$ cat src/design/wst_consts.svh
`ifndef WST_CONSTS_SVH
`define WST_CONSTS_SVH
// ---------------------------------------------------------------
// counter geometry
// ---------------------------------------------------------------
`define WST_CNT_W          31
`define WST_SLICE_W        16
`define WST_RES_STEP       5
`define WST_CNT_RESET_VAL  31'h0000_0004
`define WST_CNT_ZERO       31'h0000_0000
`define WST_CNT_ONE        31'h0000_0001
// ---------------------------------------------------------------
// timeout reset values
// ---------------------------------------------------------------
`define WST_TIMEOUT_HI_RST 8'h87
`define WST_TIMEOUT_LO_RST 8'h6B
// ---------------------------------------------------------------
// power level codes on the level input
// ---------------------------------------------------------------
`define WST_LVL_ACTIVE     3'h0
`define WST_LVL_ZERO       3'h1
`define WST_LVL_ONE        3'h2
`define WST_LVL_TWO        3'h3
`define WST_LVL_THREE      3'h4
// ---------------------------------------------------------------
// clock source select and timing figures
// ---------------------------------------------------------------
`define WST_SRC_XOSC       1'b0
`define WST_SRC_RC         1'b1
`define WST_XOSC_HZ        32768
`define WST_RC_DIV         750
`define WST_SLEEP_MIN_PER  384
`endif

$ cat src/design/wst_end.sv
`timescale 1ns/10ps

$ cat src/design/wst_pkg.sv
package wst_pkg;
   // power level as seen by the block
   typedef enum logic [2:0]
   {
      WST_ACTIVE = 3'h0,
      WST_PL0    = 3'h1,
      WST_PL1    = 3'h2,
      WST_PL2    = 3'h3,
      WST_PL3    = 3'h4
   } wst_level_t;
   // pending counter reset handling
   typedef enum
   {
      WST_RUN,
      WST_RST_PEND
   } wst_rst_state_t;
endpackage : wst_pkg

$ cat src/design/wst_tick_if.sv
`timescale 1ns/10ps
// one slow clock rising edge, seen in the fast domain
interface wst_tick_if;
   logic rise; // one-cycle pulse per slow rising edge
   modport src (output rise);
   modport dst (input  rise);
endinterface : wst_tick_if

$ cat src/design/wst_edge.sv
`timescale 1ns/10ps
// ---------------------------------------------------------------
// two-flop synchroniser and rising edge detector
// ---------------------------------------------------------------
module wst_edge
(
   input  wire logic   clk_i,
   input  wire logic   rst_n_i,
   input  wire logic   pin_i,
   wst_tick_if.src     tick
);
   logic meta;      // first sync stage, read by stage two only
   logic sync;      // second sync stage
   logic last;      // previous synced level
   logic next_meta;
   logic next_sync;
   logic next_last;

   // next values of the chain
   always_comb
   begin
      next_meta = pin_i;
      next_sync = meta;
      next_last = sync;
   end

   // register the chain
   always_ff @(posedge clk_i or negedge rst_n_i)
   begin
      if (!rst_n_i)
      begin
         meta <= 1'b0;
         sync <= 1'b0;
         last <= 1'b0;
      end
      else
      begin
         meta <= next_meta;
         sync <= next_sync;
         last <= next_last;
      end
   end

   // rising edge pulse
   assign tick.rise = sync & ~last;
endmodule : wst_edge

$ cat src/design/wst_top.sv
`timescale 1ns/10ps
`include "wst_consts.svh"
// Contract
// - 31-bit counter, 16-bit selected slice exposed
// - count from crystal or rc clock
// - counter stopped in deepest power level
// - wake event in levels 0-2 wakes chip
// - interval is timeout times two^(5*res)
// - low count byte follows selected slice
// - rc calibration only when allowed, else held
// - event sets pending flag, masked cpu flag
// - resolution selects bits 15:0 to 30:15
// - dma trigger pulse on every event
module wst_top
#(
   parameter int CAL_W = 8  // width of rc calibration word
)
(
   input  wire logic             MCLK_I,
   input  wire logic             RST_N_I,
   input  wire logic             XOSC32_CLK_I,
   input  wire logic             RC_CLK_I,
   input  wire logic             CLK_SRC_I,
   input  wire logic [2:0]       LEVEL_I,
   input  wire logic [1:0]       RES_I,
   input  wire logic             CNT_RESET_I,
   input  wire logic [7:0]       TIMEOUT_HI_I,
   input  wire logic             TIMEOUT_HI_WE_I,
   input  wire logic [7:0]       TIMEOUT_LO_I,
   input  wire logic             TIMEOUT_LO_WE_I,
   input  wire logic             IRQ_MASK_I,
   input  wire logic             PENDING_CLR_I,
   input  wire logic             CPU_FLAG_CLR_I,
   input  wire logic             HS_XOSC_ON_I,
   input  wire logic [CAL_W-1:0] RC_CAL_RESULT_I,
   input  wire logic             RC_CAL_VALID_I,
   output logic [7:0]            COUNT_LO_O,
   output logic [7:0]            COUNT_HI_O,
   output logic [15:0]           TIMEOUT_O,
   output logic                  WAKE_PENDING_O,
   output logic                  CPU_WAKE_IRQ_O,
   output logic                  WAKE_DMA_TRIG_O,
   output logic                  WAKE_REQ_O,
   output logic                  RC_CAL_RUN_O,
   output logic [CAL_W-1:0]      RC_CAL_TRIM_O
);
   // ------------------------------------------------------------
   // slow clock edges
   // ------------------------------------------------------------
   wst_tick_if xosc_tick ();  // crystal edge pulses
   wst_tick_if rc_tick ();    // rc edge pulses

   wst_edge u_xosc_edge
   (
      .clk_i   (MCLK_I),
      .rst_n_i (RST_N_I),
      .pin_i   (XOSC32_CLK_I),
      .tick    (xosc_tick)
   );

   wst_edge u_rc_edge
   (
      .clk_i   (MCLK_I),
      .rst_n_i (RST_N_I),
      .pin_i   (RC_CLK_I),
      .tick    (rc_tick)
   );

   logic                   slow_tick;  // selected slow edge
   logic                   lvl_sleep;  // levels zero to two
   logic                   lvl_deep;   // deepest level
   wst_pkg::wst_level_t    level;      // decoded level

   assign level = wst_pkg::wst_level_t'(LEVEL_I);
   // source mux
   assign slow_tick = (CLK_SRC_I == `WST_SRC_RC) ?
                      rc_tick.rise : xosc_tick.rise;
   assign lvl_sleep = (level == wst_pkg::WST_PL0) ||
                      (level == wst_pkg::WST_PL1) ||
                      (level == wst_pkg::WST_PL2);
   assign lvl_deep  = (level == wst_pkg::WST_PL3);

   // ------------------------------------------------------------
   // counter and compare
   // ------------------------------------------------------------
   logic [`WST_CNT_W-1:0]   cnt;          // the 31-bit counter
   logic [`WST_CNT_W-1:0]   next_cnt;
   logic [15:0]             timeout;      // compare mantissa
   logic [15:0]             next_timeout;
   wst_pkg::wst_rst_state_t rst_state;    // counter reset pending
   wst_pkg::wst_rst_state_t next_rst_state;
   logic [`WST_SLICE_W-1:0] slice;        // selected window
   logic                    match;        // slice equals timeout
   logic                    event_hit;    // event this cycle
   logic [4:0]              slice_lsb;    // window low bit

   // window position is five bits per resolution step
   assign slice_lsb = 5'(RES_I) * 5'(`WST_RES_STEP);
   assign slice = cnt[slice_lsb +: `WST_SLICE_W];
   assign match = (slice == timeout);
   // counter frozen in the deepest level
   assign event_hit = slow_tick && !lvl_deep && match &&
                      (rst_state == wst_pkg::WST_RUN);

   // counter, reset request and timeout next values
   always_comb
   begin
      next_cnt       = cnt;
      next_rst_state = rst_state;
      next_timeout   = timeout;
      // timeout byte writes
      if (TIMEOUT_HI_WE_I)
      begin
         next_timeout[15:8] = TIMEOUT_HI_I;
      end
      if (TIMEOUT_LO_WE_I)
      begin
         next_timeout[7:0] = TIMEOUT_LO_I;
      end
      case (rst_state)
         wst_pkg::WST_RUN:
         begin
            if (CNT_RESET_I)
            begin
               // applied on the next slow edge
               next_rst_state = wst_pkg::WST_RST_PEND;
            end
            else if (slow_tick && !lvl_deep)
            begin
               if (match)
               begin
                  // event tick counts as first of next period,
                  // so the interval is exactly timeout slices
                  next_cnt = `WST_CNT_ONE;
               end
               else
               begin
                  next_cnt = cnt + `WST_CNT_ONE;
               end
            end
         end
         wst_pkg::WST_RST_PEND:
         begin
            if (slow_tick && !lvl_deep)
            begin
               next_cnt       = `WST_CNT_RESET_VAL;
               next_rst_state = wst_pkg::WST_RUN;
            end
         end
         default:
         begin
            next_rst_state = wst_pkg::WST_RUN;
         end
      endcase
   end

   // register counter state
   always_ff @(posedge MCLK_I or negedge RST_N_I)
   begin
      if (!RST_N_I)
      begin
         cnt       <= `WST_CNT_ZERO;
         rst_state <= wst_pkg::WST_RUN;
         timeout   <= {`WST_TIMEOUT_HI_RST, `WST_TIMEOUT_LO_RST};
      end
      else
      begin
         cnt       <= next_cnt;
         rst_state <= next_rst_state;
         timeout   <= next_timeout;
      end
   end

   // ------------------------------------------------------------
   // flags, triggers and readback
   // ------------------------------------------------------------
   logic [15:0] next_count;    // readback slice
   logic        next_pending;
   logic        next_cpu_irq;
   logic        next_dma;
   logic        next_wake;

   // set wins over clear on every sticky flag
   always_comb
   begin
      next_count   = slice;
      next_pending = event_hit | (WAKE_PENDING_O & ~PENDING_CLR_I);
      next_cpu_irq = (event_hit & IRQ_MASK_I) |
                     (CPU_WAKE_IRQ_O & ~CPU_FLAG_CLR_I);
      next_dma     = event_hit;
      next_wake    = event_hit & lvl_sleep;
   end

   // register flags and readback
   always_ff @(posedge MCLK_I or negedge RST_N_I)
   begin
      if (!RST_N_I)
      begin
         COUNT_LO_O      <= 8'h00;
         COUNT_HI_O      <= 8'h00;
         WAKE_PENDING_O  <= 1'b0;
         CPU_WAKE_IRQ_O  <= 1'b0;
         WAKE_DMA_TRIG_O <= 1'b0;
         WAKE_REQ_O      <= 1'b0;
      end
      else
      begin
         COUNT_LO_O      <= next_count[7:0];
         COUNT_HI_O      <= next_count[15:8];
         WAKE_PENDING_O  <= next_pending;
         CPU_WAKE_IRQ_O  <= next_cpu_irq;
         WAKE_DMA_TRIG_O <= next_dma;
         WAKE_REQ_O      <= next_wake;
      end
   end

   assign TIMEOUT_O = timeout;

   // ------------------------------------------------------------
   // rc oscillator calibration
   // ------------------------------------------------------------
   logic             cal_allowed;  // calibration window open
   logic             next_cal_run;
   logic [CAL_W-1:0] next_trim;

   assign cal_allowed = HS_XOSC_ON_I &&
                        ((level == wst_pkg::WST_ACTIVE) ||
                         (level == wst_pkg::WST_PL0));

   // take new results only while allowed, else hold
   always_comb
   begin
      next_cal_run = cal_allowed;
      next_trim    = RC_CAL_TRIM_O;
      if (cal_allowed && RC_CAL_VALID_I)
      begin
         next_trim = RC_CAL_RESULT_I;
      end
   end

   // register calibration state
   always_ff @(posedge MCLK_I or negedge RST_N_I)
   begin
      if (!RST_N_I)
      begin
         RC_CAL_RUN_O  <= 1'b0;
         RC_CAL_TRIM_O <= '0;
      end
      else
      begin
         RC_CAL_RUN_O  <= next_cal_run;
         RC_CAL_TRIM_O <= next_trim;
      end
   end
endmodule : wst_top

$ cat config.mk
export PLATFORM = sky130hd
export DESIGN_NAME = wst_top
export DESIGN_NICKNAME = d
export VERILOG_FILES = /design/src/design/wst_end.sv /design/src/design/wst_pkg.sv /design/src/design/wst_tick_if.sv /design/src/design/wst_edge.sv /design/src/design/wst_top.sv
export VERILOG_INCLUDE_DIRS = /design/src /design/src/design
export SDC_FILE = /design/constraint.sdc
export NUM_CORES = 1
export LEC_CHECK = 0
export BUFFER_PORTS_ARGS = -buffer_cell sky130_fd_sc_hd__clkbuf_2
export CAP_MARGIN = 20
export CORE_ASPECT_RATIO = 1.1
export CORE_MARGIN = 1
export CORE_UTILIZATION = 37
export CTS_BUF_LIST = sky130_fd_sc_hd__clkbuf_8
export CTS_CLUSTER_SIZE = 14
export DETAILED_ROUTE_END_ITERATION = 8
export HOLD_SLACK_MARGIN = 0.08
export PLACE_DENSITY = 0.57
export SLEW_MARGIN = 20
export SYNTH_ARGS = -nofsm -noshare
export SYNTH_HDL_FRONTEND = slang
export SYNTH_SLANG_ARGS = --single-unit
$ cat constraint.sdc
create_clock -name MCLK_I -period 2.9 [get_ports MCLK_I]
set_input_delay 0.145 -clock MCLK_I [delete_from_list [all_inputs] [get_ports MCLK_I]]
set_output_delay 0.145 -clock MCLK_I [all_outputs]
set_load 0.01 [all_outputs]
==> metrics.md <==
| Metric | Value |
|---|---|
| Cell count of the worst reg-to-reg path | 7 |
| Post-Place Cell Area | 4630 um^2 |
| Slew margin rel. | 0.499 |
| RSZ-0062 raised after global routing | no |
| FF-to-FF End | CPU_WAKE_IRQ_O |
| Total die area | 11100 um^2 |
| Max-cap viol count | 0 |
| Worst Hold Class | in -> reg |
| Chip Width | about 100 um |
| Detail Route Antenna Nets | 0 |
| Max-slew violations | 0 |
| Met2 Wirelength | 4.60 mm |
| Crit. End Element | flip-flop |
| First DRT Iteration DRCs | 139 |
| CP Class | reg -> reg |
| Top FF cell, synth | dfrtp_1 |
| Multi-input logic area | around 1800 um^2 |
| Critical Path RT | 3.19 ns |
| TritonCTS buffer count | 9 |
| Met3 Wirelength | about 440 um |
| Util after Layout | 0.504 |
| Worst Path Arrival | 2.94 ns |
| Worst VDD drop | 0.249 mV |
| Fmax | 377 MHz |
| Post-synthesis sequential area ratio | 0.529 |
| Cell leakage power | 2.54 nW |
| CP cell instances | mux4_2 > xor2_1 > nor4_1 > nand4_1 > or3_4 > or3_4 > o22ai_1 |
| Htree depth | 3 |
| Commonest non-fill, non-tap cell in the layout | clkbuf_2 |
| Synth cell types | 42 |
| Async S/R FF share, synth | 1.00 |
| Diode count | 0 |
| Avg Cell Area, Syn | 11.9 um^2 |
| Synthesized area | 3950 um^2 |
| Core area | 10400 um^2 |
| Worst-skew pair later-pin latency | roughly 0.36 ns |
| Setup Skew | 0.0101 ns |
| First-pass GRT wire length | 15.1 mm |
| Largest net degree at the start of global routing | 84 |
| Area Growth Syn to Fin | 32.7% |
| Synth top area share | 0.469 |
| # Post-CTS Setup Buffers | 0 |
| Vias in the first global route | between 2000 and 3000 |
| Min Tclk post-route | roughly 2.7 ns |
| CTS tree | built |
| Post-synth EDFFs | 0 |
| Top cells by area, synth | dfrtp_1 (47%), mux2_2 (7.4%), xor2_1 (6.9%), dfstp_2 (6.0%), mux2i_1 (4.8%) |
| Post-Route M1 WL | 4.29 mm |
| Mean routed wirelength per cell | ~16 um |
| Final instance area | 5240 um^2 |
| FILL cells | 933 |
| Hold Crit Depth | 3 |
| Final TNS setup | 0 ns |
| Vias/cell | a little under 5 |
| Final net count | 506 |
| R2R Setup Slk | 0.25 ns |
| Clock Path Buffers | 2 |
| Root buf cell | clkbuf_8 |
| Worst Hold Launch | CNT_RESET_I |
| Mapped Cells | 331 |
| Slowest stage delay, CP | 0.51 ns |
| IO Port Bufs | 86 |
| Setup-failing EPs final | 0 |
| Top sig layer | met4 |
| CP Max Fanout | 7 |
| Grt ovf | 0 |
| Reg clk slew, reported paths | 0.09 ns |
| Synth Net Count | roughly 370 |
| Max stage delay cell, worst path | mux4_2 |
| HPWL Detailed | just under 7 mm |
| Starting density of the core | 0.380 |
| Syn. warnings | 0 |
| Status | finished, final reports clean |
| Io pins | 87 |
| Hold Violations, Final | 0 |
| Slew @ Worst Pin | 0.752 ns |
| CP dominant cell by count | or3_4 |
| Sequential standard cell area | 2090 um^2 |
| Initial antenna violation count | 0 |
| Startpoint class of the critical path | flip-flop |
| Remaining routing DRC violations | 0 |
| First-pass iteration count of the detailed router | 4 |
| Reg2reg start | cnt[16] |
| Row count | 39 |
| Post-Route WL | 9.50 mm |
| Die Ht | ~110 um |
| Power Dens Cells | ~570 nW/um^2 |
| # clock sinks | 83 |
| Via count | 2997 |
| Hold path endpoint | rst_state[0] |
| Synth area leader | dfrtp_1 |
| Routability cong. | 0.826 |
| Final Cycle Share | 0.914 |
| Synthesis-stage register bit count | 83 |
| Fraction of layout cells with a size suffix above 1 | 0.357 |
| Total Routing Usage GR | 0.181 |
| Most frequent cells in the layout | clkbuf_2 (85), dfrtp_1 (74), dlygate4sd3_1 (34) |
==> critical path, delay by kind of cell (launching register included) <==
family	cells	cell delay (ns)
and+or+nand+nor	4	1.29
muxes	1	0.51
DFF	1	0.49
xor gates and xnor gates	1	0.16
AOI/OAI and AO/OA	1	0.13
==> routing by layer <==
layer | vias up | track usage
met5 | - | 0
met3 | 13 | 0.0303
li1 | 1430 | -
met1 | 1470 | 0.235
met2 | 84 | 0.301
met4 | 0 | 0.0807
==> power by group <==
part           leakage (nW)  total [W]  switching (W)  internal, W
registers              1.06    0.00139       0.000114      0.00127
logic                  1.35   0.000518       0.000254     0.000264
clock network         0.134    0.00108       0.000424     0.000659
total                  2.54    0.00299       0.000791      0.00220
==> worst max path at each step <==
stage / from / to / slack [ns]
after floorplan: cnt[17] / cnt[5] / 0.41
after global placement: RES_I[1] / CPU_WAKE_IRQ_O / 0.25
after detailed placement: RES_I[1] / CPU_WAKE_IRQ_O / 0.23
after CTS: cnt[16] / CPU_WAKE_IRQ_O / 0.26
after global routing: cnt[16] / CPU_WAKE_IRQ_O / 0.14
final: cnt[16] / CPU_WAKE_IRQ_O / 0.25
==> cell usage after synthesis, types with 2 or more instances <==
| cell type | number |
|---|---|
| mux4_2 | 8 |
| nor4_1 | 2 |
| nor2b_1 | 2 |
| buf_2 | 5 |
| clkbuf_1 | 7 |
| xor2_1 | 31 |
| a2bb2oi_1 | 2 |
| nor3b_1 | 2 |
| nor2_1 | 29 |
| and2_1 | 2 |
| or3_4 | 2 |
| or3_1 | 2 |
| and3_1 | 7 |
| o21ai_0 | 3 |
| nor3_1 | 3 |
| inv_1 | 9 |
| dfrtp_1 | 74 |
| nand2_1 | 18 |
| or4_1 | 3 |
| xnor2_1 | 12 |
| mux2i_1 | 19 |
| and4_1 | 5 |
| nand4_1 | 8 |
| nand3_1 | 13 |
| mux2_2 | 26 |
| a21o_1 | 5 |
| a21oi_1 | 6 |
| or2_2 | 2 |
| dfstp_2 | 9 |
| a211oi_1 | 2 |
| o22ai_1 | 2 |
==> repair_timing <==
item	4_1_cts	5_1_grt
gates resized for setup	0	0
hold endpoints to repair	104	0
hold buffers	34	0
endpoints found under the setup margin	0	0
==> stage by stage <==
stage	std cells	setup slack, ns	hold slack (ns)	total power [W]
after floorplan	331	0.409	-0.151	0.00167
after global placement	561	0.247	0.256	0.00188
after detailed placement	561	0.228	0.258	0.00189
after CTS	611	0.257	0.167	0.00302
after global routing	611	0.137	0.195	0.00313
final	611	0.249	0.182	0.00299
==> area by class of cell <==
class | instances | share of cell area
timing repair buffer | 134 | 0.173
clock inverter | 7 | 0.0265
inverter | 10 | 0.00717
sequential | 83 | 0.399
multi-input combinational | 225 | 0.337
clock buffer | 9 | 0.0237
tap | 143 | 0.0342
==> state kept, by name, indices dropped and copies added (netlist names), 8 cells and up <==
name and count:
cnt 31, COUNT_LO_O 8, COUNT_HI_O 8, RC_CAL_TRIM_O 8, TIMEOUT_O 16
==> kinds of logic after synthesis <==
logic type      count (synthesis)  synth area share
flops                          83             0.529
fa+ha+maj                       1           0.00317
compound gates                 25            0.0425
xor+xnor                       43            0.0954
mux                            53             0.168
simple gates                  103             0.138
buf+inv                        23            0.0244
Note: power is estimated with default switching activity, not from simulation.
